## config.mk

```make
export PLATFORM = sky130hd
export DESIGN_NAME = option_loader
export DESIGN_NICKNAME = d
export VERILOG_FILES = /design/src/shared/option_pkg.sv /design/src/hdl/irq_sense.sv /design/src/hdl/option_loader.sv
export SDC_FILE = /design/constraint.sdc
export NUM_CORES = 1
export LEC_CHECK = 0
export BUFFER_PORTS_ARGS = -buffer_cell sky130_fd_sc_hd__buf_2
export CAP_MARGIN = 15
export CELL_PAD_IN_SITES_DETAIL_PLACEMENT = 1
export CELL_PAD_IN_SITES_GLOBAL_PLACEMENT = 2
export CORE_AREA = 5 5 139 141
export DETAILED_ROUTE_END_ITERATION = 10
export DIE_AREA = 0 0 144 146
export PLACE_DENSITY_LB_ADDON = 0.1
export SYNTH_ARGS = -nofsm -noshare
export SYNTH_HDL_FRONTEND = slang
export SYNTH_SLANG_ARGS = --single-unit
```

## constraint.sdc

```tcl
create_clock -name clk -period 2.2 [get_ports clk]
set_clock_uncertainty 0.1 [all_clocks]
set_input_delay 0.22 -clock clk [delete_from_list [all_inputs] [get_ports clk]]
set_output_delay 0.22 -clock clk [all_outputs]
set_load 0.05 [all_outputs]
```

## src/shared/option_pkg.sv

```systemverilog
// Constants for the option bits and pin control block.
// Assumes a 50 MHz clock and an AXI4-Lite register bus with 32-bit data.
`default_nettype none

package option_pkg;

  // Bus address width and responses
  localparam int          ADDR_W      = 12;
  localparam logic [1:0]  RESP_OKAY   = 2'h0;
  localparam logic [1:0]  RESP_SLVERR = 2'h2;

  // Register indices; byte address is four times the index
  localparam logic [9:0]  IDX_OPTION    = 10'h1FF;
  localparam logic [9:0]  IDX_PROG_CTRL = 10'h03E;
  localparam logic [9:0]  IDX_DIR_A     = 10'h004;
  localparam logic [9:0]  IDX_DIR_B     = 10'h005;
  localparam logic [9:0]  IDX_PULL_A    = 10'h010;
  localparam logic [9:0]  IDX_PULL_B    = 10'h011;
  localparam logic [9:0]  IDX_STATUS    = 10'h040;
  localparam logic [9:0]  IDX_MASK      = 10'h041;

  // Option field positions and erased value
  localparam int          OPT_W         = 5;
  localparam int          BIT_TRIG      = 4;
  localparam int          BIT_PULL      = 3;
  localparam int          BIT_KBD_DIS   = 2;
  localparam int          BIT_OSC       = 1;
  localparam int          BIT_LVR       = 0;
  localparam logic [4:0]  OPTION_ERASED = 5'h1F;

  // Program control field
  localparam int          BIT_PROG_EN   = 3;

  // Interrupt status layout
  localparam int          STATUS_W      = 3;
  localparam int          ST_EXT        = 0;
  localparam int          ST_LVR        = 1;
  localparam int          ST_OSC        = 2;

  // Port widths and reset values
  localparam int          PA_W          = 8;
  localparam int          PB_W          = 3;
  localparam int          KBD_W         = 4;
  localparam logic [7:0]  DIR_A_RESET   = 8'h00;
  localparam logic [2:0]  DIR_B_RESET   = 3'h0;

  // Oscillator start-up delay in internal bus cycles
  localparam int          OSC_CNT_W        = 12;
  localparam int          OSC_SHORT_CYCLES = 128;
  localparam int          OSC_LONG_CYCLES  = 4064;

  // Start-up sequencer states
  typedef enum logic [1:0] {
    OSC_WAIT = 2'h1,
    OSC_RUN  = 2'h2
  } osc_state_t;

endpackage

`default_nettype wire

```

## src/hdl/irq_sense.sv

```systemverilog
// External interrupt sensing: pin and keyboard lines into one request.
// Assumes asynchronous pin inputs; synchronises them itself.
`timescale 1ns/10ps
`default_nettype none

module irq_sense
(
  input  wire logic       clk,                // System clock
  input  wire logic       reset,              // Synchronous, active high
  input  wire logic       clk_en,             // Freezes state when low
  input  wire logic       irq_pin_n,          // Interrupt pin, active low
  input  wire logic [3:0] keyboard_port_pins, // Keyboard lines, active high
  input  wire logic       edge_only,          // Trigger option
  input  wire logic       kbd_disable,        // Keyboard interrupt option
  output logic            irq_event,          // Request to status
  output logic            req_level           // Combined active request
);

  logic [4:0] sync1_q;
  logic [4:0] sync2_q;
  logic [4:0] sync1_d;
  logic [4:0] sync2_d;
  logic       prev_q;
  logic       prev_d;
  logic       rise;

  ////////////////////////////////////////////////////////////////////////
  // Two-stage synchronisers, pin idle high, keys idle low
  always_comb
  begin
    sync1_d = {irq_pin_n, keyboard_port_pins};
    sync2_d = sync1_q;
    prev_d  = req_level;
  end

  always_ff @(posedge clk)
  begin
    if (reset)
    begin
      sync1_q <= 5'h10;
      sync2_q <= 5'h10;
      prev_q  <= 1'b0;
    end
    else if (clk_en)
    begin
      sync1_q <= sync1_d;
      sync2_q <= sync2_d;
      prev_q  <= prev_d;
    end
  end

  ////////////////////////////////////////////////////////////////////////
  // Keys are ORed in with opposite phase to the pin
  assign req_level = !sync2_q[4] || (!kbd_disable && |sync2_q[3:0]);
  // Falling pin edge equals rising request
  assign rise      = req_level && !prev_q;
  // Same sensitivity for pin and keys
  assign irq_event = rise || (!edge_only && req_level);
endmodule

`default_nettype wire

```

## src/hdl/option_loader.sv

```systemverilog
// Option bits, clock dividers, reset pin and interrupt pin control.
// Assumes an AXI4-Lite master on clk and asynchronous external pins.
//
// Summary of operation
// - Five nonvolatile option bits configure trigger, pulls, keys, delay, LOW_VOLTAGE_RESET.
// - Trigger bit one means edge only, zero means edge and level.
// - Pull bit one connects port pull devices, zero disconnects them.
// - Keyboard bit one disables key interrupts, zero enables them.
// - Delay bit one gives 128 cycles, zero gives 4064 cycles.
// - LOW_VOLTAGE_RESET bit one enables low-voltage reset, zero disables it.
// - Internal bus clock is the oscillator divided by two.
// - USB bit clock is the oscillator divided by four.
// - Reset pin low puts the controller into its start-up state.
// - Low-voltage reset drives the reset pin low as an output.
// - Interrupt pin triggers on falling edges, or edges and low level.
// - Enabled key lines are ORed into the request, inverted phase.
// - Pin edge or level choice applies to the key lines too.
// - Any reset makes all eight port A lines inputs.
// - Any reset makes all three port B lines inputs.
//
// The AXI4-Lite register port was decided locally.
`timescale 1ns/10ps
`default_nettype none

module option_loader
#(
  parameter int OSC_LONG = option_pkg::OSC_LONG_CYCLES // Long start delay
)
(
  input  wire logic        clk,                // 50 MHz oscillator clock
  input  wire logic        reset,              // Power-on, sync, high
  input  wire logic        clk_en,             // Freezes state when low
  input  wire logic [11:0] awaddr,             // Write address
  input  wire logic        awvalid,            // Write address valid
  output logic             awready,            // Write address ready
  input  wire logic [31:0] wdata,              // Write data
  input  wire logic [3:0]  wstrb,              // Write strobes
  input  wire logic        wvalid,             // Write data valid
  output logic             wready,             // Write data ready
  output logic [1:0]       bresp,              // Write response
  output logic             bvalid,             // Write response valid
  input  wire logic        bready,             // Write response ready
  input  wire logic [11:0] araddr,             // Read address
  input  wire logic        arvalid,            // Read address valid
  output logic             arready,            // Read address ready
  output logic [31:0]      rdata,              // Read data
  output logic [1:0]       rresp,              // Read response
  output logic             rvalid,             // Read data valid
  input  wire logic        rready,             // Read data ready
  input  wire logic        reset_pin_n_in,     // Reset pin level
  output logic             reset_pin_out,      // Reset pin drive value
  output logic             reset_pin_oe,       // Reset pin drive enable
  input  wire logic        low_voltage_detect, // Supply below threshold
  input  wire logic        irq_pin_n,          // Interrupt pin, low active
  input  wire logic [3:0]  keyboard_port_pins, // Key lines
  output logic [7:0]       port_a_lines_dir,   // Port A, 1 = output
  output logic [2:0]       port_b_lines_dir,   // Port B, 1 = output
  output logic [7:0]       port_a_pull_en,     // Port A pull-downs
  output logic [2:0]       port_b_pull_en,     // Port B pulls
  output logic             bus_clk,            // Internal bus clock
  output logic             usb_bit_clk,        // Low-speed bit clock
  output logic             osc_ready,          // Start-up delay over
  output logic             controller_reset,   // Reset to controller
  output logic             interrupt           // Level interrupt
);

  ////////////////////////////////////////////////////////////////////////
  // Declarations
  logic [4:0]  opt_q = option_pkg::OPTION_ERASED;
  logic [4:0]  opt_d;
  logic        awready_q, awready_d, wready_q, wready_d;
  logic        bvalid_q, bvalid_d, arready_q, arready_d, rvalid_q, rvalid_d;
  logic [1:0]  bresp_q, bresp_d, rresp_q, rresp_d;
  logic [31:0] rdata_q, rdata_d, wdata_q, wdata_d;
  logic [9:0]  widx_q, widx_d;
  logic        wlane_q, wlane_d;
  logic        wr_fire, wr_en, wr_hit;
  logic [31:0] rd_word;
  logic        rd_hit;
  logic        prog_en_q, prog_en_d;
  logic [7:0]  dir_a_q, dir_a_d, pull_a_q, pull_a_d, pa_pull_q, pa_pull_d;
  logic [2:0]  dir_b_q, dir_b_d, pull_b_q, pull_b_d, pb_pull_q, pb_pull_d;
  logic [2:0]  status_q, status_d, mask_q, mask_d, events;
  logic        irq_q, irq_d;
  logic        bus_clk_q, bus_clk_d, usb_clk_q, usb_clk_d;
  logic        oe_q, oe_d, ctl_rst_q, ctl_rst_d;
  logic [11:0] osc_cnt_q, osc_cnt_d, osc_limit;
  logic        osc_done;
  option_pkg::osc_state_t osc_q, osc_d;
  logic [1:0]  pin_s1_q, pin_s2_q;
  logic        rst_pin_s, lvd_s, lvr_fire, soft_rst;
  logic        irq_event, req_level;

  ////////////////////////////////////////////////////////////////////////
  // Reset pin and supply detector synchronisers
  always_ff @(posedge clk)
  begin
    if (reset)
    begin
      pin_s1_q <= 2'h2;
      pin_s2_q <= 2'h2;
    end
    else if (clk_en)
    begin
      pin_s1_q <= {reset_pin_n_in, low_voltage_detect};
      pin_s2_q <= pin_s1_q;
    end
  end

  assign rst_pin_s = pin_s2_q[1];
  assign lvd_s     = pin_s2_q[0];
  // Detector acts only when its option is set
  assign lvr_fire  = lvd_s && opt_q[option_pkg::BIT_LVR];
  // Pin low or low-voltage: whole controller restarts
  assign soft_rst  = !rst_pin_s || lvr_fire;

  ////////////////////////////////////////////////////////////////////////
  // Interrupt pin and keyboard lines
  irq_sense u_sense
  (
    .clk                (clk),
    .reset              (reset),
    .clk_en             (clk_en),
    .irq_pin_n          (irq_pin_n),
    .keyboard_port_pins (keyboard_port_pins),
    .edge_only          (opt_q[option_pkg::BIT_TRIG]),
    .kbd_disable        (opt_q[option_pkg::BIT_KBD_DIS]),
    .irq_event          (irq_event),
    .req_level          (req_level)
  );

  ////////////////////////////////////////////////////////////////////////
  // Register read decode; unmapped words answer with an error
  always_comb
  begin
    rd_word = 32'h0;
    rd_hit  = 1'b1;
    case (araddr[11:2])
      option_pkg::IDX_OPTION:    rd_word[4:0] = opt_q;
      option_pkg::IDX_PROG_CTRL: rd_word[option_pkg::BIT_PROG_EN] = prog_en_q;
      option_pkg::IDX_DIR_A:     rd_word[7:0] = dir_a_q;
      option_pkg::IDX_DIR_B:     rd_word[2:0] = dir_b_q;
      option_pkg::IDX_PULL_A:    rd_word[7:0] = pull_a_q;
      option_pkg::IDX_PULL_B:    rd_word[2:0] = pull_b_q;
      option_pkg::IDX_STATUS:    rd_word[2:0] = status_q;
      option_pkg::IDX_MASK:      rd_word[2:0] = mask_q;
      default:                   rd_hit = 1'b0;
    endcase
  end

  ////////////////////////////////////////////////////////////////////////
  // Write address and data may arrive in either order
  assign wr_fire = !awready_q && !wready_q && !bvalid_q;
  assign wr_en   = wr_fire && wlane_q;

  always_comb
  begin
    case (widx_q)
      option_pkg::IDX_OPTION, option_pkg::IDX_PROG_CTRL,
      option_pkg::IDX_DIR_A, option_pkg::IDX_DIR_B,
      option_pkg::IDX_PULL_A, option_pkg::IDX_PULL_B,
      option_pkg::IDX_STATUS, option_pkg::IDX_MASK: wr_hit = 1'b1;
      default:                                       wr_hit = 1'b0;
    endcase
  end

  // Bus channel handshakes, one write and one read in flight
  always_comb
  begin
    awready_d = awready_q;
    wready_d  = wready_q;
    bvalid_d  = bvalid_q;
    bresp_d   = bresp_q;
    widx_d    = widx_q;
    wdata_d   = wdata_q;
    wlane_d   = wlane_q;
    arready_d = arready_q;
    rvalid_d  = rvalid_q;
    rdata_d   = rdata_q;
    rresp_d   = rresp_q;
    if (awready_q && awvalid)
    begin
      widx_d    = awaddr[11:2];
      awready_d = 1'b0;
    end
    if (wready_q && wvalid)
    begin
      wdata_d  = wdata;
      wlane_d  = wstrb[0];
      wready_d = 1'b0;
    end
    if (wr_fire)
    begin
      bvalid_d = 1'b1;
      bresp_d  = wr_hit ? option_pkg::RESP_OKAY : option_pkg::RESP_SLVERR;
    end
    if (bvalid_q && bready)
    begin
      bvalid_d  = 1'b0;
      awready_d = 1'b1;
      wready_d  = 1'b1;
    end
    if (arready_q && arvalid)
    begin
      arready_d = 1'b0;
      rvalid_d  = 1'b1;
      rdata_d   = rd_word;
      rresp_d   = rd_hit ? option_pkg::RESP_OKAY : option_pkg::RESP_SLVERR;
    end
    if (rvalid_q && rready)
    begin
      rvalid_d  = 1'b0;
      arready_d = 1'b1;
    end
  end

  always_ff @(posedge clk)
  begin
    if (reset)
    begin
      awready_q <= 1'b1;
      wready_q  <= 1'b1;
      bvalid_q  <= 1'b0;
      bresp_q   <= option_pkg::RESP_OKAY;
      widx_q    <= 10'h0;
      wdata_q   <= 32'h0;
      wlane_q   <= 1'b0;
      arready_q <= 1'b1;
      rvalid_q  <= 1'b0;
      rdata_q   <= 32'h0;
      rresp_q   <= option_pkg::RESP_OKAY;
    end
    else if (clk_en)
    begin
      awready_q <= awready_d;
      wready_q  <= wready_d;
      bvalid_q  <= bvalid_d;
      bresp_q   <= bresp_d;
      widx_q    <= widx_d;
      wdata_q   <= wdata_d;
      wlane_q   <= wlane_d;
      arready_q <= arready_d;
      rvalid_q  <= rvalid_d;
      rdata_q   <= rdata_d;
      rresp_q   <= rresp_d;
    end
  end

  ////////////////////////////////////////////////////////////////////////
  // Nonvolatile options: programming only clears erased ones
  always_comb
  begin
    opt_d = opt_q;
    if (wr_en && widx_q == option_pkg::IDX_OPTION && prog_en_q)
      opt_d = opt_q & wdata_q[4:0];
  end

  // No reset term: options survive every reset
  always_ff @(posedge clk)
  begin
    if (clk_en)
      opt_q <= opt_d;
  end

  ////////////////////////////////////////////////////////////////////////
  // Start-up delay length from the option bit
  assign osc_limit = opt_q[option_pkg::BIT_OSC]
                   ? 12'(option_pkg::OSC_SHORT_CYCLES) : 12'(OSC_LONG);
  assign osc_done  = bus_clk_q && osc_cnt_q == osc_limit - 12'h1;
  assign events    = {osc_q == option_pkg::OSC_WAIT && osc_done,
                      lvr_fire, irq_event};

  // Control registers, dividers, start-up sequencer
  always_comb
  begin
    prog_en_d = prog_en_q;
    dir_a_d   = dir_a_q;
    dir_b_d   = dir_b_q;
    pull_a_d  = pull_a_q;
    pull_b_d  = pull_b_q;
    mask_d    = mask_q;
    status_d  = status_q;
    osc_d     = osc_q;
    osc_cnt_d = osc_cnt_q;
    // Toggle every clock: half rate
    bus_clk_d = !bus_clk_q;
    // Toggle on every other clock: quarter rate
    usb_clk_d = bus_clk_q ? !usb_clk_q : usb_clk_q;
    if (wr_en)
    begin
      case (widx_q)
        option_pkg::IDX_PROG_CTRL:
          prog_en_d = wdata_q[option_pkg::BIT_PROG_EN];
        option_pkg::IDX_DIR_A:  dir_a_d  = wdata_q[7:0];
        option_pkg::IDX_DIR_B:  dir_b_d  = wdata_q[2:0];
        option_pkg::IDX_PULL_A: pull_a_d = wdata_q[7:0];
        option_pkg::IDX_PULL_B: pull_b_d = wdata_q[2:0];
        option_pkg::IDX_STATUS: status_d = status_q & ~wdata_q[2:0];
        option_pkg::IDX_MASK:   mask_d   = wdata_q[2:0];
        default:                mask_d   = mask_q;
      endcase
    end
    // Set wins over a clear in the same cycle
    status_d = status_d | events;
    case (osc_q)
      option_pkg::OSC_WAIT:
      begin
        if (bus_clk_q)
          osc_cnt_d = osc_cnt_q + 12'h1;
        if (osc_done)
          osc_d = option_pkg::OSC_RUN;
      end
      option_pkg::OSC_RUN: osc_cnt_d = osc_cnt_q;
      default:             osc_d = option_pkg::OSC_WAIT;
    endcase
    // Any reset source: ports to inputs, delay restarts
    if (soft_rst)
    begin
      prog_en_d = 1'b0;
      dir_a_d   = option_pkg::DIR_A_RESET;
      dir_b_d   = option_pkg::DIR_B_RESET;
      pull_a_d  = 8'h00;
      pull_b_d  = 3'h0;
      osc_d     = option_pkg::OSC_WAIT;
      osc_cnt_d = 12'h0;
    end
    // Pulls reach the pins only with the option set
    pa_pull_d = opt_q[option_pkg::BIT_PULL] ? pull_a_d : 8'h00;
    pb_pull_d = opt_q[option_pkg::BIT_PULL] ? pull_b_d : 3'h0;
    irq_d     = |(status_d & mask_d);
    // Drive the reset pin low while low-voltage reset holds
    oe_d      = lvr_fire;
    ctl_rst_d = soft_rst || osc_d == option_pkg::OSC_WAIT;
  end

  always_ff @(posedge clk)
  begin
    if (reset)
    begin
      prog_en_q <= 1'b0;
      dir_a_q   <= option_pkg::DIR_A_RESET;
      dir_b_q   <= option_pkg::DIR_B_RESET;
      pull_a_q  <= 8'h00;
      pull_b_q  <= 3'h0;
      pa_pull_q <= 8'h00;
      pb_pull_q <= 3'h0;
      status_q  <= 3'h0;
      mask_q    <= 3'h0;
      irq_q     <= 1'b0;
      bus_clk_q <= 1'b0;
      usb_clk_q <= 1'b0;
      osc_q     <= option_pkg::OSC_WAIT;
      osc_cnt_q <= 12'h0;
      oe_q      <= 1'b0;
      ctl_rst_q <= 1'b1;
    end
    else if (clk_en)
    begin
      prog_en_q <= prog_en_d;
      dir_a_q   <= dir_a_d;
      dir_b_q   <= dir_b_d;
      pull_a_q  <= pull_a_d;
      pull_b_q  <= pull_b_d;
      pa_pull_q <= pa_pull_d;
      pb_pull_q <= pb_pull_d;
      status_q  <= status_d;
      mask_q    <= mask_d;
      irq_q     <= irq_d;
      bus_clk_q <= bus_clk_d;
      usb_clk_q <= usb_clk_d;
      osc_q     <= osc_d;
      osc_cnt_q <= osc_cnt_d;
      oe_q      <= oe_d;
      ctl_rst_q <= ctl_rst_d;
    end
  end

  ////////////////////////////////////////////////////////////////////////
  // Outputs from flip-flops except osc_ready, decoded from osc_q; pin drive value is always low
  assign awready          = awready_q;
  assign wready           = wready_q;
  assign bvalid           = bvalid_q;
  assign bresp            = bresp_q;
  assign arready          = arready_q;
  assign rvalid           = rvalid_q;
  assign rdata            = rdata_q;
  assign rresp            = rresp_q;
  assign reset_pin_out    = 1'b0;
  assign reset_pin_oe     = oe_q;
  assign port_a_lines_dir = dir_a_q;
  assign port_b_lines_dir = dir_b_q;
  assign port_a_pull_en   = pa_pull_q;
  assign port_b_pull_en   = pb_pull_q;
  assign bus_clk          = bus_clk_q;
  assign usb_bit_clk      = usb_clk_q;
  assign osc_ready        = osc_q == option_pkg::OSC_RUN;
  assign controller_reset = ctl_rst_q;
  assign interrupt        = irq_q;
endmodule

`default_nettype wire

```

==> results_dict.tcl <==
set metrics [dict create \
    outcome "finished clean" \
    vdd_drop_max_mv 0.601 \
    nNetsFinal 819 \
    powerDensity_nw_per_um2 792 \
    leakagePower_nw 2.85 \
    path_delay_family "simple AND/OR/NAND/NOR gates" \
    cp-startpoint "widx_q[9]$_SDFFE_PP0P_" \
    worstReg2RegStart "widx_q[9]$_SDFFE_PP0P_" \
    wirelength_microns 16400 \
    htreeDepth 4 \
    min_from "wvalid" \
    setup_viol 0 \
    dieHeight_microns 146 \
    yosys-top-cells-area "dfxtp_1, mux2i_1, nand2_1, a21oi_1, buf_4" \
    swShare 0.255 \
    switching_power_mw 1.38 \
    worst_ep_required_time_ns 2.38 \
    routed-via-count 4755 \
    num_rows 49 \
    pwr-share-seq 0.400 \
    rsz0062_at_grt "no" \
    post_cts_buffers 0 \
    worstPathArrival_ns 2.19 \
    reg2reg_depth 7 \
    crit_type "register to register" \
    clk_path_buf_depth 2 \
    clk_latency_ns 0.41 \
    drv_cap 0 \
    cts_num_sinks 113 \
    min_period_over_period 0.911 \
    synth_edf_count 5 \
    endpoint_kind "register" \
    final_cells 981 \
    cp.depth 7 \
    synthCells 613 \
    path_buf_inv 2 \
    synth_seq_cells 113 \
    start_util 0.296 \
    finalHoldViolCount 0 \
    grt.total_usage 0.159 \
    relSlewSlack 0.521 \
    async_flop_share 0 \
    crit_chain "nor4_4 -> buf_4 -> and4_1 -> and2b_1 -> buf_12 -> o21a_2 -> o32ai_1" \
    crit_path_end "pull_a_q[0]$_SDFFE_PP0P_" \
    wl_met2_microns 7600 \
    wl_per_cell_microns 16.7 \
    viasPerCell 4.85 \
    io_buffers 86 \
    start_kind "register" \
    yosysSeqAreaShare 0.438 \
    area_growth_pct 29.4 \
    antenna_found_initial 0 \
    dpl_cell_area_sq_um 5960 \
    dpl.hpwl_microns 12300 \
    drc 0 \
    cts_made_buffers 17 \
    ant_nets 0 \
    combPwrFrac 0.101 \
    synth_top_area_frac 0.410 \
    placedCellCount 922 \
    die_w_microns 144 \
    gp_congestion 0.748 \
    p_clk_frac 0.498 \
    cts_tree "yes" \
    syn_avg_cell_area_sq_um 8.61 \
    drive_gt1_frac 0.202 \
    final_area_sq_um 6830 \
    crit_fanout 10 \
    dr_wl_met3_microns 822 \
    core_area_sq_um 17800 \
    top_layer "met4" \
    r2r_end "pull_a_q[0]$_SDFFE_PP0P_" \
    hold_path_class "input pin to register" \
    drv_slew 0 \
    cpPeakStageDelay_ns 0.34 \
    grt_pass1_wl_microns 26500 \
    tightestPinTransition_ns 0.715 \
    m1WireLength_microns 7740 \
    drt_iter0_drc 235 \
    grt_max_degree 30 \
    ctsRootBufferMaster "clkbuf_16" \
    r2r_setup_slack_ns 0.20 \
    pin_count 145 \
    critPathSlowestCell "dfxtp_1" \
    yosysTopAreaCell "dfxtp_1" \
    dr.pass1.iters 4 \
    dieArea_sq_um 21000 \
    synth_ff_type "dfxtp_1" \
    synthesis.area_sq_um 5280 \
    ys_types 62 \
    max_freq_mhz 499 \
    yosys_warnings 0 \
    grt_pass1_vias 4941 \
    p_int_mw 4.03 \
    fin_crit_ns 2.00 \
    diodes 0 \
    grt_overflow 0 \
    path_clk_slew_ns 0.05 \
    tns_ns 0 \
]
-- cell usage after synthesis, drive strengths merged, types with 4 or more instances --
master	number
a21oi	41
a22o	8
a22oi	5
and2	6
and3	8
and4	4
buf	35
clkbuf	22
dfxtp	108
edfxtp	5
ha	4
inv	21
mux2i	40
nand2	105
nand3	14
nand4	9
nand4b	4
nor2	49
nor3	14
nor4	6
o2111ai	5
o21ai	25
o22ai	5
o32ai	11
xnor2	4
xor2	8
-- what timing repair did --
item	in CTS	in global routing
gates resized for setup	0	1
setup endpoints to repair	0	1
hold buffers	28	0
endpoints found under the hold margin	29	0
-- state kept, by name (all words and copies together), names as in the netlist, 2 cells and up --
register,count
port_a_pull_en,8
rdata,8
widx_q,10
opt_q,5
u_sense.sync1_q,5
status_q,3
pull_a_q,8
mask_q,3
port_b_pull_en,3
pin_s1_q,2
u_sense.sync2_q,5
osc_q,2
wdata_q,8
osc_cnt_q,12
pull_b_q,3
port_a_lines_dir,8
pin_s2_q,2
port_b_lines_dir,3
-- logic make-up (layout without fill, tap and decap cells) --
| kind of cell | after synthesis | in the layout | share of synthesized area |
|---|---|---|---|
| other cells | 1 | 27 | 0.000711 |
| mux | 41 | 41 | 0.0780 |
| flops | 113 | 113 | 0.438 |
| fa+ha+maj | 4 | 4 | 0.00949 |
| simple gates | 241 | 241 | 0.227 |
| xor+xnor | 12 | 12 | 0.0199 |
| compound gates | 121 | 121 | 0.148 |
| buf+inv | 80 | 193 | 0.0785 |
-- through the flow --
| stage | worst slack [ns] | utilization | hold WS (ns) | total power [mW] |
|---|---|---|---|---|
| 6_report | 0.197 | 0.383 | 0.0219 | 5.41 |
| 4_1_cts | 0.153 | 0.382 | 0.00523 | 5.48 |
| 5_1_grt | 0.00536 | 0.383 | 0.0367 | 5.62 |
| 3_5_place_dp | 0.169 | 0.334 | 0.342 | 2.72 |
| 3_3_place_gp | 0.232 | 0.334 | 0.337 | 2.71 |
| 2_1_floorplan | 0.168 | - | 0.248 | 2.59 |
-- placed cells by master (no fill, tap or decap), types with 6 or more instances in the layout --
cell type      synthesis  layout
clkbuf_16              0      17
a21oi_1               41      40
o21ai_0               25      25
and3_1                 8       8
a22o_1                 8       8
buf_2                  4      86
and2_1                 6       6
o32ai_1               11      11
nor3_1                13      13
buf_4                 27      24
inv_1                 21      21
nand3_1               13      13
dfxtp_1              108     108
dlygate4sd3_1          0      28
conb_1                 1      27
xor2_1                 8       8
mux2i_1               40      40
nor2_1                49      49
nand2_1              105     105
nand4_1                9       9
-- worst min-delay path, delay by kind of cell --
kind,cells,cell delay [ns]
simple gates,3,0.16
buf+inv,1,0.12
-- area by class of cell --
cell class	count	area (sq um)
fill	2096	11000
multi-input combinational	446	2650
sequential	113	2310
timing repair buffer	139	911
clock buffer	21	470
tap	229	287
clock inverter	10	110
inverter	23	86.3
-- power groups by stage --
stage	clock network, mW	logic (mW)	registers [mW]
finish	2.70	0.547	2.17
CTS	2.76	0.550	2.17
floorplan	0	0.342	2.25
global placement	0	0.502	2.21
global route	2.86	0.594	2.17
detailed placement	0	0.510	2.21
-- worst min path at each step --
stage / to / cells after the start
after global placement: port_a_pull_en[4]$_SDFFE_PP0P_ / 2
after global routing: arready$_SDFFE_PP1P_ / 4
final: wready$_SDFFE_PP1P_ / 4
after detailed placement: port_a_pull_en[4]$_SDFFE_PP0P_ / 2
after CTS: wready$_SDFFE_PP1P_ / 4
after floorplan: pin_s1_q[1]$_SDFFE_PP1P_ / 2
-- per-layer routing --
| metal | up-vias | GRT usage |
|---|---|---|
| li1 | 2375 | - |
| met1 | 2260 | 0.218 |
| met2 | 105 | 0.252 |
| met3 | 15 | 0.0309 |
| met4 | 0 | 0.0518 |
| met5 | - | 0 |
(Power assumes the default switching activity.)
